## config.mk

```make
export PLATFORM = sky130hd
export DESIGN_NAME = bst_tap
export DESIGN_NICKNAME = d
export VERILOG_FILES = /design/src/hdl/bst_sync.v /design/src/hdl/bst_tap.v
export VERILOG_INCLUDE_DIRS = /design/src /design/src/hdl
export SDC_FILE = /design/constraint.sdc
export NUM_CORES = 1
export LEC_CHECK = 0
export ABC_CLOCK_PERIOD_IN_PS = 3800
export BUFFER_PORTS_ARGS = -buffer_cell sky130_fd_sc_hd__buf_4
export CELL_PAD_IN_SITES_DETAIL_PLACEMENT = 1
export CELL_PAD_IN_SITES_GLOBAL_PLACEMENT = 2
export CORE_AREA = 4 4 138 193
export CTS_BUF_LIST = sky130_fd_sc_hd__clkbuf_2 sky130_fd_sc_hd__clkbuf_4 sky130_fd_sc_hd__clkbuf_8
export CTS_CLUSTER_SIZE = 30
export DETAILED_ROUTE_END_ITERATION = 12
export DIE_AREA = 0 0 142 197
export PLACE_DENSITY = 0.73
export SYNTH_ARGS = -nofsm -noshare
export SYNTH_HDL_FRONTEND = slang
export SYNTH_SLANG_ARGS = --single-unit
```

## constraint.sdc

```tcl
create_clock -name clk_sys -period 3.8 [get_ports clk_sys]
set_input_delay 0.19 -clock clk_sys [delete_from_list [all_inputs] [get_ports clk_sys]]
set_output_delay 0.19 -clock clk_sys [all_outputs]
set_load 0.01 [all_outputs]
```

## src/hdl/bst_map.vh

```
`ifndef BST_MAP_VH
`define BST_MAP_VH
// Instruction register width and codes
`define BST_IR_W        4
`define BST_IR_EXTEST   4'h0
`define BST_IR_IDCODE   4'h1
`define BST_IR_SAMPLE   4'h2
`define BST_IR_CHIPRST  4'hc
`define BST_IR_BYPASS   4'hf
`define BST_IR_CAPTURE  4'h1
// Identification word field positions
`define BST_ID_VER_MSB  31
`define BST_ID_VER_LSB  28
`define BST_ID_PART_MSB 27
`define BST_ID_PART_LSB 12
`define BST_ID_MFR_MSB  11
`define BST_ID_MFR_LSB  1
`define BST_ID_W        32
// Register offsets and fields
`define BST_OFF_CSR     4'h0
`define BST_OFF_STAT    4'h4
`define BST_CSR_DIS     7
`define BST_CSR_TRF     4
`define BST_CSR_RST     1'b0
`define BST_ST_EN       0
`define BST_ST_IR_LSB   1
`define BST_ST_CRST     5
`define BST_ST_EXT      6
// Bus responses
`define BST_RESP_OKAY   2'b00
`define BST_RESP_SLVERR 2'b10
// Reset time-out defaults in clk_sys cycles
`define BST_TMO_SHORT   16
`define BST_TMO_LONG    64
`endif

```

## src/hdl/bst_sync.v

```verilog
`timescale 1ns/1ps
// Two-stage synchroniser for levels from outside the clock domain
module bst_sync #(
  parameter W = 1
) (
  // Clock and reset
  input  wire         clk_sys,
  input  wire         rst,
  // Data
  input  wire [W-1:0] d,
  output reg  [W-1:0] q
);
  reg [W-1:0] meta_q;

  // First stage feeds only the second
  always @(posedge clk_sys)
  begin
    if (rst)
    begin
      meta_q <= {W{1'b0}};
      q      <= {W{1'b0}};
    end
    else
    begin
      meta_q <= d;
      q      <= meta_q;
    end
  end
endmodule

```

## src/hdl/bst_tap.v

```verilog
// Contract
// RQ1: Instruction register holds four bits, sixteen possible codes.
// RQ2: All shift registers shift least significant bit in and out first.
// RQ3: Identification instruction is active after reset and test-logic-reset.
// RQ4: Code 0x1 selects 32-bit identification register; capture loads, shift shifts.
// RQ5: Top four bits carry the silicon revision number.
// RQ6: Bits 27 to 12 carry the 16-bit part number.
// RQ7: Bits 11 to 1 carry manufacturer code, bit 0 is one.
// RQ8: Code 0x0 selects chain; latches drive pins once instruction is loaded.
// RQ9: External test captures pins, shifts chain, update applies to outputs.
// RQ10: Code 0x2 selects chain and captures pins without disturbing the system.
// RQ11: Instruction_a update loads latches only, pins stay with the system.
// RQ12: Controller preloads safe values before first external test.
// RQ13: Code 0xC selects one-bit reset register; port controller not reset.
// RQ14: A one in the reset register holds the chip in reset.
// RQ15: Reset register output has no update stage, reset acts at once.
// RQ16: After release the chip stays in reset for an option-dependent time-out.
// RQ17: In reset every pin output goes to high impedance immediately.
// RQ18: Code 0xF selects the single-stage bypass register.
// RQ19: Bypass stage loads zero in capture before shifting.
// RQ20: Port works only with enable fuse set and disable bit clear.
// RQ21: Scan works with any test clock rate relative to the chip; code samples tck on clk_sys, so tck must run well below clk_sys.
// RQ22: Test reset sets a flag cleared by brown-out or writing zero.
// RQ23: Sixteen-state controller follows TMS on rising edges, TDO on falling.
// RQ24: Unassigned codes select the bypass register.
`timescale 1ns/1ps
`include "bst_map.vh"
module bst_tap #(
  parameter       N_PINS       = 8,
  parameter [3:0] ID_VERSION   = 4'h0,
  parameter [15:0] ID_PART     = 16'h5a3c, // Arbitrary value
  parameter [10:0] ID_MFR      = 11'h2a5,  // Arbitrary value
  parameter       TMO_SHORT    = `BST_TMO_SHORT,
  parameter       TMO_LONG     = `BST_TMO_LONG,
  parameter       TMO_W        = 16
) (
  // System clock and reset
  input  wire              clk_sys,
  input  wire              rst,
  // Test port pins
  input  wire              tck,
  input  wire              tms,
  input  wire              tdi,
  output reg               tdo,
  output reg               tdo_oe_n,
  // Straps and reset sources
  input  wire              tap_enable_fuse,
  input  wire              clk_opt_long,
  input  wire              ext_rst_n,
  input  wire              bor,
  output reg               chip_rst_n,
  // Port pins and core side
  input  wire [N_PINS-1:0] pin_in,
  output reg  [N_PINS-1:0] pin_out,
  output reg  [N_PINS-1:0] pin_oe_n,
  input  wire [N_PINS-1:0] sys_out,
  input  wire [N_PINS-1:0] sys_oe,
  // AXI4-Lite write
  input  wire [3:0]        s_awaddr,
  input  wire              s_awvalid,
  output reg               s_awready,
  input  wire [31:0]       s_wdata,
  input  wire [3:0]        s_wstrb,
  input  wire              s_wvalid,
  output reg               s_wready,
  output reg  [1:0]        s_bresp,
  output reg               s_bvalid,
  input  wire              s_bready,
  // AXI4-Lite read
  input  wire [3:0]        s_araddr,
  input  wire              s_arvalid,
  output reg               s_arready,
  output reg  [31:0]       s_rdata,
  output reg  [1:0]        s_rresp,
  output reg               s_rvalid,
  input  wire              s_rready
);
  localparam L = 2 * N_PINS;
  // Controller states, one-hot
  localparam [15:0] S_TLR  = 16'h0001;
  localparam [15:0] S_RTI  = 16'h0002;
  localparam [15:0] S_SDS  = 16'h0004;
  localparam [15:0] S_CDR  = 16'h0008;
  localparam [15:0] S_SDR  = 16'h0010;
  localparam [15:0] S_E1D  = 16'h0020;
  localparam [15:0] S_PDR  = 16'h0040;
  localparam [15:0] S_E2D  = 16'h0080;
  localparam [15:0] S_UDR  = 16'h0100;
  localparam [15:0] S_SIS  = 16'h0200;
  localparam [15:0] S_CIR  = 16'h0400;
  localparam [15:0] S_SIR  = 16'h0800;
  localparam [15:0] S_E1I  = 16'h1000;
  localparam [15:0] S_PIR  = 16'h2000;
  localparam [15:0] S_E2I  = 16'h4000;
  localparam [15:0] S_UIR  = 16'h8000;
  // Data register selections
  localparam [1:0] SEL_BYP = 2'd0;
  localparam [1:0] SEL_ID  = 2'd1;
  localparam [1:0] SEL_BS  = 2'd2;
  localparam [1:0] SEL_RST = 2'd3;
  localparam [31:0] ID_WORD = {ID_VERSION, ID_PART, ID_MFR, 1'b1};

  // Instruction to data register decode
  function [1:0] sel_of;
    input [`BST_IR_W-1:0] code;
    begin
      case (code)
        `BST_IR_IDCODE:  sel_of = SEL_ID;
        `BST_IR_EXTEST:  sel_of = SEL_BS;
        `BST_IR_SAMPLE:  sel_of = SEL_BS;
        `BST_IR_CHIPRST: sel_of = SEL_RST;
        default:         sel_of = SEL_BYP; // [RQ18] [RQ24]
      endcase
    end
  endfunction

  // Next controller state
  function [15:0] nxt;
    input [15:0] s;
    input        m;
    begin
      case (s)
        S_TLR:   nxt = m ? S_TLR : S_RTI;
        S_RTI:   nxt = m ? S_SDS : S_RTI;
        S_SDS:   nxt = m ? S_SIS : S_CDR;
        S_CDR:   nxt = m ? S_E1D : S_SDR;
        S_SDR:   nxt = m ? S_E1D : S_SDR;
        S_E1D:   nxt = m ? S_UDR : S_PDR;
        S_PDR:   nxt = m ? S_E2D : S_PDR;
        S_E2D:   nxt = m ? S_UDR : S_SDR;
        S_UDR:   nxt = m ? S_SDS : S_RTI;
        S_SIS:   nxt = m ? S_TLR : S_CIR;
        S_CIR:   nxt = m ? S_E1I : S_SIR;
        S_SIR:   nxt = m ? S_E1I : S_SIR;
        S_E1I:   nxt = m ? S_UIR : S_PIR;
        S_PIR:   nxt = m ? S_E2I : S_PIR;
        S_E2I:   nxt = m ? S_UIR : S_SIR;
        S_UIR:   nxt = m ? S_SDS : S_RTI;
        default: nxt = S_TLR;
      endcase
    end
  endfunction

  wire [N_PINS-1:0] pin_s;
  wire              tck_s;
  wire              tms_s;
  wire              tdi_s;
  wire              fuse_s;
  wire              ext_rst_n_s;
  reg               tck_prev_q;
  reg  [15:0]       st_q;
  reg  [3:0]        ir_q;
  reg  [3:0]        ir_sr_q;
  reg  [31:0]       id_sr_q;
  reg               byp_q;
  reg               rst_bit_q;
  reg  [L-1:0]      bs_sr_q;
  reg  [L-1:0]      bs_upd_q;
  reg  [TMO_W-1:0]  tmo_q;
  reg               dis_q;
  reg               trf_q;
  reg               aw_have_q;
  reg               w_have_q;
  reg  [3:0]        awaddr_q;
  reg  [31:0]       wdata_q;
  reg  [3:0]        wstrb_q;
  wire              tck_rise;
  wire              tck_fall;
  wire              tap_en;
  wire [1:0]        sel;
  wire              in_reset;
  wire              extest;
  wire              wr_go;
  wire              csr_wr;
  wire [TMO_W-1:0]  tmo_load;

  // Port pins, test port, fuse and external reset pass two flip-flops; bor and clk_opt_long do not
  bst_sync #(
    .W (N_PINS + 5)
  ) u_sync (
    .clk_sys (clk_sys),
    .rst     (rst),
    .d       ({pin_in, tck, tms, tdi, tap_enable_fuse, ext_rst_n}),
    .q       ({pin_s, tck_s, tms_s, tdi_s, fuse_s, ext_rst_n_s})
  );

  // Test clock edges found by the system clock
  assign tck_rise = tck_s & ~tck_prev_q;                        // [RQ21]
  assign tck_fall = ~tck_s & tck_prev_q;
  assign tap_en   = fuse_s & ~dis_q;                            // [RQ20]
  assign sel      = sel_of(ir_q);
  assign extest   = (ir_q == `BST_IR_EXTEST);
  assign in_reset = rst_bit_q | ~ext_rst_n_s | (tmo_q != {TMO_W{1'b0}});
  assign tmo_load = clk_opt_long ? TMO_LONG[TMO_W-1:0] : TMO_SHORT[TMO_W-1:0];

  // Controller, instruction and data shift registers
  always @(posedge clk_sys)
  begin
    if (rst)
    begin
      tck_prev_q <= 1'b0;
      st_q       <= S_TLR;
      ir_q       <= `BST_IR_IDCODE;
      ir_sr_q    <= 4'h0;
      id_sr_q    <= 32'h0;
      byp_q      <= 1'b0;
      rst_bit_q  <= 1'b0;
      bs_sr_q    <= {L{1'b0}};
      bs_upd_q   <= {L{1'b0}};
    end
    else
    begin
      tck_prev_q <= tck_s;
      if (!tap_en)
      begin
        st_q      <= S_TLR;
        ir_q      <= `BST_IR_IDCODE;
        rst_bit_q <= 1'b0;
      end
      else if (tck_rise)
      begin
        st_q <= nxt(st_q, tms_s);                               // [RQ23]
        case (st_q)
          S_TLR:
          begin
            ir_q      <= `BST_IR_IDCODE;                         // [RQ3]
            rst_bit_q <= 1'b0;
          end
          S_CIR: ir_sr_q <= `BST_IR_CAPTURE;
          S_SIR: ir_sr_q <= {tdi_s, ir_sr_q[3:1]};              // [RQ1] [RQ2]
          S_UIR: ir_q    <= ir_sr_q;                             // [RQ8]
          S_CDR:
          begin
            case (sel)
              SEL_ID:  id_sr_q <= ID_WORD;                       // [RQ4] [RQ5] [RQ6] [RQ7]
              SEL_BS:  bs_sr_q <= {~pin_oe_n, pin_s};            // [RQ9] [RQ10]
              SEL_BYP: byp_q   <= 1'b0;                          // [RQ19]
              default: byp_q   <= byp_q;
            endcase
          end
          S_SDR:
          begin
            case (sel)
              SEL_ID:  id_sr_q   <= {tdi_s, id_sr_q[31:1]};      // [RQ2] [RQ4]
              SEL_BS:  bs_sr_q   <= {tdi_s, bs_sr_q[L-1:1]};     // [RQ2] [RQ9]
              SEL_RST: rst_bit_q <= tdi_s;                       // [RQ13]
              default: byp_q     <= tdi_s;                       // [RQ18]
            endcase
          end
          S_UDR:
          begin
            if (sel == SEL_BS)
              bs_upd_q <= bs_sr_q;                               // [RQ9] [RQ11]
          end
          default: st_q <= nxt(st_q, tms_s);
        endcase
      end
    end
  end

  // Test data out changes on falling test clock
  always @(posedge clk_sys)
  begin
    if (rst)
    begin
      tdo      <= 1'b0;
      tdo_oe_n <= 1'b1;
    end
    else if (!tap_en)
      tdo_oe_n <= 1'b1;
    else if (tck_fall)
    begin
      tdo_oe_n <= ~((st_q == S_SIR) | (st_q == S_SDR));          // [RQ23]
      if (st_q == S_SIR)
        tdo <= ir_sr_q[0];                                      // [RQ2]
      else
      begin
        case (sel)
          SEL_ID:  tdo <= id_sr_q[0];
          SEL_BS:  tdo <= bs_sr_q[0];
          SEL_RST: tdo <= rst_bit_q;
          default: tdo <= byp_q;
        endcase
      end
    end
  end

  // Chip reset, time-out and pin drivers
  always @(posedge clk_sys)
  begin
    if (rst)
    begin
      tmo_q      <= {TMO_W{1'b0}};
      chip_rst_n <= 1'b0;
      pin_out    <= {N_PINS{1'b0}};
      pin_oe_n   <= {N_PINS{1'b1}};
    end
    else
    begin
      if (rst_bit_q | ~ext_rst_n_s)
        tmo_q <= tmo_load;                                      // [RQ16]
      else if (tmo_q != {TMO_W{1'b0}})
        tmo_q <= tmo_q - {{(TMO_W-1){1'b0}}, 1'b1};
      chip_rst_n <= ~in_reset;                                  // [RQ14] [RQ15]
      if (in_reset)
      begin
        pin_out  <= {N_PINS{1'b0}};
        pin_oe_n <= {N_PINS{1'b1}};                              // [RQ17]
      end
      else if (extest)
      begin
        pin_out  <= bs_upd_q[N_PINS-1:0];                        // [RQ8]
        pin_oe_n <= ~bs_upd_q[L-1:N_PINS];
      end
      else
      begin
        pin_out  <= sys_out;                                    // [RQ10] [RQ11]
        pin_oe_n <= ~sys_oe;
      end
    end
  end

  // Bus write acceptance and register update
  assign wr_go  = aw_have_q & w_have_q & ~s_bvalid;
  assign csr_wr = wr_go & (awaddr_q == `BST_OFF_CSR) & wstrb_q[0];

  always @(posedge clk_sys)
  begin
    if (rst)
    begin
      s_awready <= 1'b1;
      s_wready  <= 1'b1;
      s_bvalid  <= 1'b0;
      s_bresp   <= `BST_RESP_OKAY;
      aw_have_q <= 1'b0;
      w_have_q  <= 1'b0;
      awaddr_q  <= 4'h0;
      wdata_q   <= 32'h0;
      wstrb_q   <= 4'h0;
      dis_q     <= `BST_CSR_RST;
      trf_q     <= `BST_CSR_RST;
    end
    else
    begin
      if (s_awvalid && s_awready)
      begin
        awaddr_q  <= s_awaddr;
        aw_have_q <= 1'b1;
        s_awready <= 1'b0;
      end
      if (s_wvalid && s_wready)
      begin
        wdata_q  <= s_wdata;
        wstrb_q  <= s_wstrb;
        w_have_q <= 1'b1;
        s_wready <= 1'b0;
      end
      if (wr_go)
      begin
        aw_have_q <= 1'b0;
        w_have_q  <= 1'b0;
        s_bvalid  <= 1'b1;
        s_bresp   <= (awaddr_q == `BST_OFF_CSR) ? `BST_RESP_OKAY : `BST_RESP_SLVERR;
      end
      if (s_bvalid && s_bready)
      begin
        s_bvalid  <= 1'b0;
        s_awready <= 1'b1;
        s_wready  <= 1'b1;
      end
      if (csr_wr)
        dis_q <= wdata_q[`BST_CSR_DIS];                         // [RQ20]
      // Brown-out clears, test reset sets, software may clear
      if (bor)
        trf_q <= 1'b0;                                          // [RQ22]
      else if (rst_bit_q)
        trf_q <= 1'b1;                                          // [RQ22]
      else if (csr_wr && !wdata_q[`BST_CSR_TRF])
        trf_q <= 1'b0;
    end
  end

  // Bus read path
  always @(posedge clk_sys)
  begin
    if (rst)
    begin
      s_arready <= 1'b1;
      s_rvalid  <= 1'b0;
      s_rdata   <= 32'h0;
      s_rresp   <= `BST_RESP_OKAY;
    end
    else if (s_arvalid && s_arready)
    begin
      s_arready <= 1'b0;
      s_rvalid  <= 1'b1;
      s_rdata   <= 32'h0;
      s_rresp   <= `BST_RESP_OKAY;
      case (s_araddr)
        `BST_OFF_CSR:
        begin
          s_rdata[`BST_CSR_DIS] <= dis_q;
          s_rdata[`BST_CSR_TRF] <= trf_q;
        end
        `BST_OFF_STAT:
        begin
          s_rdata[`BST_ST_EN]                      <= tap_en;
          s_rdata[`BST_ST_IR_LSB+3:`BST_ST_IR_LSB] <= ir_q;
          s_rdata[`BST_ST_CRST]                    <= ~chip_rst_n;
          s_rdata[`BST_ST_EXT]                     <= extest;
        end
        default: s_rresp <= `BST_RESP_SLVERR;
      endcase
    end
    else if (s_rvalid && s_rready)
    begin
      s_rvalid  <= 1'b0;
      s_arready <= 1'b1;
    end
  end
endmodule

```

Yosys cells after proc, flatten, opt, wreduce, memory -nomap -nowiden

Index checks and enable logic that the tools add are counted.

Output and inout bits: 60
Bits in registers: 186
Logic and storage cells: 172
Memories: 0
Bits in writable memories: 0
Input bits: 82
Bits in latches: 0
Bits in read-only memories: 0

Reduce and logical (&&, ||, !) cells: 39
Bitwise operators: 22
Shift operators: 0
Add/sub/neg operators: 1
Mux-type cells: 48
Magnitude comparators: 0
Multiply operators: 0
Equality and inequality tests: 30
Divide/modulo/power cells: 0

Operator list:

| cell                   | number |
|---|---|
| $pmux W16 S9           | 1 |
| $mux W16               | 7 |
| $mux W32               | 2 |
| $pmux W32 S2           | 1 |
| $pmux W13 S3           | 1 |
| $pmux W16 S2           | 1 |
| $mux W8                | 3 |
| $not A8 Y8             | 3 |
| $reduce_or A2 Y1       | 10 |
| $mux W9                | 2 |
| $eq A16 B1 Y1 const B  | 1 |
| $eq A16 B10 Y1 const B | 1 |
| $eq A16 B11 Y1 const B | 1 |
| $eq A16 B12 Y1 const B | 1 |
| $eq A16 B13 Y1 const B | 1 |
| $eq A16 B14 Y1 const B | 1 |
| $eq A16 B15 Y1 const B | 1 |
| $eq A16 B16 Y1 const B | 1 |
| $eq A16 B2 Y1 const B  | 1 |
| $eq A16 B3 Y1 const B  | 1 |
| $eq A16 B4 Y1 const B  | 1 |
| $eq A16 B5 Y1 const B  | 1 |
| $eq A16 B6 Y1 const B  | 1 |
| $eq A16 B7 Y1 const B  | 1 |
| other kinds (40)       | 95 |

Logic depth before layout (Yosys ltp)

Gate-level depths: netlist (run 1).

Depth in word-level cells: 7
Gate-level depth with buffers: 10
Mapped depth without buffers: 8

Modules after synthesis

From an unflattened synthesis (run 1), not the netlist that was laid out.

Cells, all modules: 862
Area, all modules: 7458.4 sq um

By module, submodules not included:

| module   | cells an instance | times used | area an instance (sq um) | sequential area each (sq um) |
|---|---|---|---|---|
| bst_tap  | 808               | 1          | 6757.7                   | 3042.9 |
| bst_sync | 54                | 1          | 700.7                    | 520.5 |

Worst setup path after synthesis (run 1)

OpenSTA, ideal clock, no wires.

Kind: reg-to-reg
Start point: reg st_q[12]
End point: reg id_sr_q[13]
Period minus slack after synthesis: 2.004 ns
Arrival: 1.877 ns
Path buffers: 2
Cell stages (with the launch flop): 8
Required time: 3.672 ns
Slack: 1.796 ns
Setup time: 0.128 ns
Cells stage by stage: dfxtp_1 -> buf_2 -> or4_4 -> nor2_1 -> nand3_2 -> buf_2 -> a22oi_1 -> nor2_1

Cells in the longest elaborated chain, start to end: 3
Elaborated cells between the ends (all ways): 7
Those cells by class: eq/ne: 4; mux: 1; reduce/logical: 2

Ends and longest elaborated chain:

| element                                               | line          | RTL |
|---|---|---|
| start, declared                                       | bst_tap.v:151 | `reg [15:0] st_q;` |
| start signal, assigned                                | bst_tap.v:222 | `st_q <= nxt(st_q, tms_s);` |
| start signal, assigned                                | bst_tap.v:255 | `default: st_q <= nxt(st_q, tms_s);` |
| $eq A16 B4 Y1 / $eq A16 B5 Y1 (equally long branches) | bst_tap.v:223 | `case (st_q)` |
| $ne A2 B2 Y1 (no line) (tied with other cells)        | n/a           |  |
| $reduce_and A5 Y1 (no line)                           | n/a           |  |
| end signal, assigned                                  | bst_tap.v:244 | `SEL_ID: id_sr_q <= {tdi_s, id_sr_q[31:1]};` |
| end, declared                                         | bst_tap.v:154 | `reg [31:0] id_sr_q;` |

Several ways; a longest one is shown, not always the timed one.
A chain may end at the register's enable or synchronous reset.

Worst setup path in the final report (run 1)

Start point: reg u_sync.q[4]
End point: reg bs_sr_q[6]

Cells in the longest elaborated chain, start to end: 2

Ends and longest elaborated chain:

| element                     | line          | RTL |
|---|---|---|
| start, declared             | bst_sync.v:11 | `output reg [W-1:0] q` |
| start signal, assigned      | bst_sync.v:21 | `q <= {W{1'b0}};` |
| start signal, assigned      | bst_sync.v:26 | `q <= meta_q;` |
| $and A1 B1 Y1               | bst_tap.v:188 | `assign tck_rise = tck_s & ~tck_prev_q;` |
| $reduce_and A5 Y1 (no line) | n/a           |  |
| end signal, assigned        | bst_tap.v:208 | `bs_sr_q <= {L{1'b0}};` |
| end signal, assigned        | bst_tap.v:236 | `SEL_BS: bs_sr_q <= {~pin_oe_n, pin_s};` |
| end signal, assigned        | bst_tap.v:245 | `SEL_BS: bs_sr_q <= {tdi_s, bs_sr_q[L-1:1]};` |
| end, declared               | bst_tap.v:157 | `reg [L-1:0] bs_sr_q;` |

Every way passes these cells.

==> metrics.md, run 1 <==
| Metric | Value |
|---|---|
| Status | finished clean |
| Die height | 197 um |
| Via count | 6215 |
| Pwr/cell area | 397 nW/um^2 |
| Gp weighted congestion | 0.804 |
| Final TNS setup | 0 ps |
| H-tree Lvls | 4 |
| Die area | 28000 sq um |
| Drt first pass iters | 4 |
| Antenna violations before repair | 0 |
| Wire length per cell | 16.0 um |
| Share of layout cells above drive strength 1 | 15.5% |
| Slowest stage delay, CP | 550 ps |
| CTS buffer count | 17 |
| WP data required | 4190 ps |
| Leakage power | 0.00341 uW |
| GR Util met1 | 17.9% |
| Maximum VDD drop | 0.000213 V |
| Clk_skew | 20.5 ps |
| TritonCTS clock tree | built |
| Final HPWL DP | 14.1 mm |
| GRT met3 Usage | 3.11% |
| Reg2reg path depth | 6 |
| Post-synth cell types | 62 |
| # Max-Cap Violations | 0 |
| Worst path arrival time | 2980 ps |
| Num Clock Sinks | 178 |
| Starting DRT DRC Count | 212 |
| Top FF cell, synth | dfxtp_1 |
| Starting Density | 29.7% |
| First-pass GRT wire length | 33.1 mm |
| I/O Pins | 142 |
| Hold endpoint | id_sr_q[22] |
| Gr ovfl total | 0 |
| Most frequent cells in the layout | dfxtp_1, nand2_1, buf_4 |
| Worst Path Buf+Inv | 1 |
| CP endpoint kind | flop |
| Gr busiest metal | met2 |
| Clock latency on the worst-skew pair | 480 ps |
| Synth async-reset ratio | 0% |
| Path length in cells of the critical path | 6 |
| Slew headroom | 32.4% |
| Post-place setup slack | 1210 ps |
| FF-to-FF End | bs_sr_q[6] |
| Syn Inst Count | 851 |
| Die Wd | 142 um |
| Vias in the first global route | 6343 |
| Bufs on Longest Clock Path | 2 |
| Final Core Density | 36.2% |
| Number of synthesized flops with an enable pin | 0 |
| Worst-Margin Slew | 1010 ps |
| PortBufs | 82 |
| YS warnings | 0 |
| Syn Std Cell Area | 7360 sq um |
| Fillers | 2891 |
| Hold_ws | 60.6 ps |
| Top fanout value on the critical path | 13 |
| WL final | 20.5 mm |
| Min Tclk post-route | 2600 ps |
| Critical Path, Cell by Cell | nor4bb_1 > nand2_1 > nor3_4 > buf_4 > nor2_1 > a211oi_1 |
| Reg clk slew, reported paths | 110 ps |
| Via-to-Cell Ratio | 4.86 |
| Row count | 68 |
| Most common cell after layout, fill and taps aside | dfxtp_1 |
| Hold path start | rst |
| Reg2Reg Setup Slack | 1200 ps |
| Post-CTS Setup Inserts | 0 |
| Total track usage | 14.7% |
| Final worst slack | 1200 ps |
| Synth-to-layout area growth | 22.0% |
| Flop and latch count out of synthesis | 178 |
| Largest net degree at the start of global routing | 71 |
| Critical path type | flop to flop |
| Post-route cell area | 8970 sq um |
| Post-synthesis sequential area ratio | 48.4% |
| Final net count | 1036 |
| DRC | 0 |
| Grt met2 use | 26.0% |
| Mapped Avg Cell Area | 8.65 sq um |
| Startpoint Class | flop |
| Slowest stage cell on the critical path | nor4bb_1 |
| Final ANT Viol Nets | 0 |
| Post-DP Area | 8100 sq um |
| Ant diodes | 0 |
| Worst hold path type | input pin to flop |
| Largest delay share family, worst path | simple AND/OR/NAND/NOR gates |
| Fin crit share | 68.4% |
| Slew Viols, Final | 0 |
| Final hold viol count | 0 |
| Setup-failing EPs final | 0 |
| Core area | 24800 sq um |
| RSZ-0062 raised after global routing | false |
| Clock root buffer | clkbuf_8 |
| Hold Path Depth | 2 |
| Reg2Reg Launch Point | u_sync.q[4] |
| FMAX | 385 MHz |
==> cell type report <==
class                      count  area [sq um]  area share (%)
clock inverter                14           179            1.99
timing repair buffer         135          1130            12.5
multi-input combinational    609          3420            38.1
sequential                   178          3560            39.7
inverter                      11          42.5           0.474
clock buffer                  18           248            2.76
tap                          315           394            4.39
==> how the worst max path moves through the flow <==
stage,to,start,slack (ps)
final,bs_sr_q[6],u_sync.q[4],1200
after global routing,bs_sr_q[6],ir_q[3],970
after CTS,bs_sr_q[6],u_sync.q[4],1170
after detailed placement,bs_sr_q[6],u_sync.q[4],1210
after global placement,byp_q,st_q[8],1250
after floorplan,id_sr_q[13],st_q[12],1800
==> power breakdown <==
| group | switching (uW) | internal (uW) |
|---|---|---|
| Sequential | 22.1 | 1890 |
| Clock | 770 | 638 |
| Combinational | 118 | 117 |
| Total | 910 | 2650 |
==> registers in the layout, indices dropped and copies added, names as in the netlist, 2 cells and up <==
register,flops
awaddr_q,4
pin_out,8
ir_q,4
bs_upd_q,16
u_sync.q,13
pin_oe_n,8
wdata_q,2
s_rdata,8
id_sr_q,32
bs_sr_q,16
u_sync.meta_q,13
st_q,16
ir_sr_q,4
tmo_q,16
==> through the flow <==
stage / power, uW / std cells
after floorplan: 2090 / 876
after global placement: 2160 / 1203
after detailed placement: 2160 / 1203
after CTS: 3630 / 1280
after global routing: 3730 / 1280
final: 3560 / 1280
==> cell families after synthesis <==
family	synth area share [%]
simple gates	26.7
compound gates	14.6
fa+ha+maj	0.340
other cells	0.0510
xor+xnor	2.02
buf+inv	6.41
flops	48.4
mux	1.53
==> layer usage <==
layer  part of all wire (%)  vias up
met3                    2.9       16
met2                     51       98
met1                     45     2988
li1                       -     3113
met4                    1.3        0
met5                      0        -
==> cells in the mapped netlist (11+ instances only) <==
library cell / number / area [sq um]
a211oi_1: 12 / 90.1
a21oi_1: 63 / 315
a22oi_1: 30 / 225
buf_4: 31 / 233
clkbuf_1: 36 / 135
dfxtp_1: 178 / 3560
nand2_1: 136 / 510
nand3_1: 21 / 105
nand4_1: 13 / 81.3
nor2_1: 86 / 323
nor2b_1: 31 / 194
nor3_1: 17 / 85.1
o21ai_0: 20 / 100
o22ai_1: 15 / 93.8
xnor2_1: 11 / 96.3
==> timing repair <==
item                                   CTS  global route
endpoints found under the hold margin   45             0
gates resized for setup                  0             0
hold buffers                            45             0
No activity file was read; power rests on OpenSTA's default activity.
==> inputs of run 2 (changes only) <==
--- a/config.mk
+++ b/config.mk
@@ -6,7 +6,7 @@
 export SDC_FILE = /design/constraint.sdc
 export NUM_CORES = 1
 export LEC_CHECK = 0
-export ABC_CLOCK_PERIOD_IN_PS = 3800
+export ABC_CLOCK_PERIOD_IN_PS = 2380
 export BUFFER_PORTS_ARGS = -buffer_cell sky130_fd_sc_hd__buf_4
 export CELL_PAD_IN_SITES_DETAIL_PLACEMENT = 1
 export CELL_PAD_IN_SITES_GLOBAL_PLACEMENT = 2
@@ -15,7 +15,7 @@
 export CTS_CLUSTER_SIZE = 30
 export DETAILED_ROUTE_END_ITERATION = 12
 export DIE_AREA = 0 0 142 197
-export PLACE_DENSITY = 0.73
+export PLACE_DENSITY = 0.75
 export SYNTH_ARGS = -nofsm -noshare
 export SYNTH_HDL_FRONTEND = slang
 export SYNTH_SLANG_ARGS = --single-unit
==> constraint.sdc (replaced) <==
create_clock -name clk_sys -period 2.38 [get_ports clk_sys]
set_input_delay 0.119 -clock clk_sys [delete_from_list [all_inputs] [get_ports clk_sys]]
set_output_delay 0.119 -clock clk_sys [all_outputs]
set_load 0.01 [all_outputs]
==> metrics.md, run 2 (synthesis results as in run 1) <==
| Metric | Value |
|---|---|
| # Max-Cap Violations | 0 (unchanged) |
| Worst path arrival time | 2590 ps (was 2980 ps) |
| TritonCTS clock tree | built (unchanged) |
| Row count | 68 (unchanged) |
| Setup-failing EPs final | 0 (unchanged) |
| Num Clock Sinks | 178 (unchanged) |
| Gp weighted congestion | 0.847 (was 0.804) |
| Final ANT Viol Nets | 0 (unchanged) |
| Clk_skew | 15.2 ps (was 20.5 ps) |
| Final TNS setup | 0 ps (unchanged) |
| Starting Density | 29.7% (unchanged) |
| CTS buffer count | 17 (unchanged) |
| Maximum VDD drop | 0.000346 V (was 0.000213 V) |
| Bufs on Longest Clock Path | 2 (unchanged) |
| Status | finished clean (unchanged) |
| Gr ovfl total | 0 (unchanged) |
| Pwr/cell area | 592 nW/um^2 (was 397 nW/um^2) |
| Post-route cell area | 9270 sq um (was 8970 sq um) |
| Starting DRT DRC Count | 249 (was 212) |
| First-pass GRT wire length | 33.5 mm (was 33.1 mm) |
| Leakage power | 0.00358 uW (was 0.00341 uW) |
| WL final | 20.8 mm (was 20.5 mm) |
| Final HPWL DP | 14.5 mm (was 14.1 mm) |
| Core area | 24800 sq um (unchanged) |
| Inst Count DP | 1240 (was 1203) |
| Fin crit share | 91.4% (was 68.4%) |
| Via count | 6406 (was 6215) |
| Worst hold path type | input pin to flop (unchanged) |
| Post-CTS Setup Inserts | 0 (unchanged) |
| FMAX | 460 MHz (was 385 MHz) |
| Antenna violations before repair | 0 (unchanged) |
| Via-to-Cell Ratio | 4.85 (was 4.86) |
| Die area | 28000 sq um (unchanged) |
| Ant diodes | 0 (unchanged) |
| DRC | 0 (unchanged) |
| Fillers | 2916 (was 2891) |
| Final hold viol count | 0 (unchanged) |
| WP data required | 2800 ps (was 4190 ps) |
| Top fanout value on the critical path | 5 (was 13) |
| Die height | 197 um (unchanged) |
| Die Wd | 142 um (unchanged) |
| Vias in the first global route | 6629 (was 6343) |
| Slew Viols, Final | 0 (unchanged) |
| Max FFs per register | 32 (unchanged) |
| I/O Pins | 142 (unchanged) |
| RSZ-0062 raised after global routing | false (unchanged) |
| Min Tclk post-route | 2180 ps (was 2600 ps) |
| Synth-to-layout area growth | 25.9% (was 22.0%) |
| Most common cell after layout, fill and taps aside | dfxtp_1 (unchanged) |
| Wire length per cell | 15.7 um (was 16.0 um) |
| Share of layout cells above drive strength 1 | 18.7% (was 15.5%) |
| Total track usage | 14.8% (was 14.7%) |
| Clock latency on the worst-skew pair | 470 ps (was 480 ps) |
| PortBufs | 82 (unchanged) |
| Worst-Margin Slew | 626 ps (was 1010 ps) |
| Largest net degree at the start of global routing | 120 (was 71) |
| CP endpoint kind | flop (unchanged) |
| Post-DP Area | 8400 sq um (was 8100 sq um) |
| H-tree Lvls | 4 (unchanged) |
| Critical path type | flop to flop (unchanged) |
| Clock root buffer | clkbuf_8 (unchanged) |
| Post-layout power | 5490 uW (was 3560 uW) |
| Most frequent cells in the layout | dfxtp_1, nand2_1, buf_4 (unchanged) |
| Drt first pass iters | 4 (unchanged) |
| Reg with most FFs | id_sr_q (unchanged) |
| Final Non-Filler Cells | 1320 (was 1280) |
| Startpoint Class | flop (unchanged) |
| Final net count | 1076 (was 1036) |
| Reg clk slew, reported paths | 100 ps (was 110 ps) |
| Slew headroom | 58.0% (was 32.4%) |
[run 2: cell types whose count changed in the layout (fill, tap and decap cells not counted), sizes merged]
cell	change
clkinv	+6
buf	+37
inv	-5
clkbuf	+1
bufinv	-2
dlygate4sd3	+3
[run 2: path summary, 6_finish.rpt]
kind | slack, ps | end | from | depth (start not counted)
min | 90 | s_rresp[1] | s_araddr[3] | 4
max | 200 | tmo_q[4] | tmo_q[0] | 7
min reg2reg | 440 | u_sync.q[0] | u_sync.meta_q[0] | 1
max reg2reg | 200 | tmo_q[4] | tmo_q[0] | 7
[run 2: report_power, final]
group / total (uW) / switching, uW / internal (uW) / leakage (uW)
sequential: 3060 / 33.4 / 3030 / 0.00144
clock: 2030 / 1220 / 817 / 0.000195
combinational: 398 / 193 / 205 / 0.00195
[run 2: cell type report]
type	count	area [sq um]	share of cell area (%)
inverter	11	42.5	0.459
tap	315	394	4.25
clock inverter	13	120	1.30
multi-input combinational	609	3420	37.0
sequential	178	3560	38.5
clock buffer	19	262	2.82
timing repair buffer	175	1460	15.7
[run 2: repair_timing]
action	4_1_cts	5_1_grt
setup endpoints to repair	0	1
hold buffers	48	0
gates resized for setup	0	1
hold endpoints to repair	48	0
[run 2: worst max-delay path: stages, from the launching register on]
cell and delay, ps:
dfxtp_1 370, inv_1 90, ha_1 180, or3b_2 510
nor2_1 110, nand2_1 60, a221oi_1 220, dlygate4sd3_1 580
[run 2: per-stage QoR]
stage	util, %	setup WS [ps]	hold WS [ps]
6_report	37.4	205	91.9
5_1_grt	37.4	66.0	95.6
4_1_cts	37.4	140	54.2
3_5_place_dp	33.9	157	290
3_3_place_gp	33.9	238	286
2_1_floorplan	-	376	197
[run 2: layer usage]
metal	vias up	wire length (um)	track usage, %	share of wire, %
li1	3189	-	-	-
met1	3072	9050	17.4	44
met2	125	10500	26.5	51
met3	20	739	2.82	3.6
met4	0	434	5.12	2.1
met5	-	0	0	0
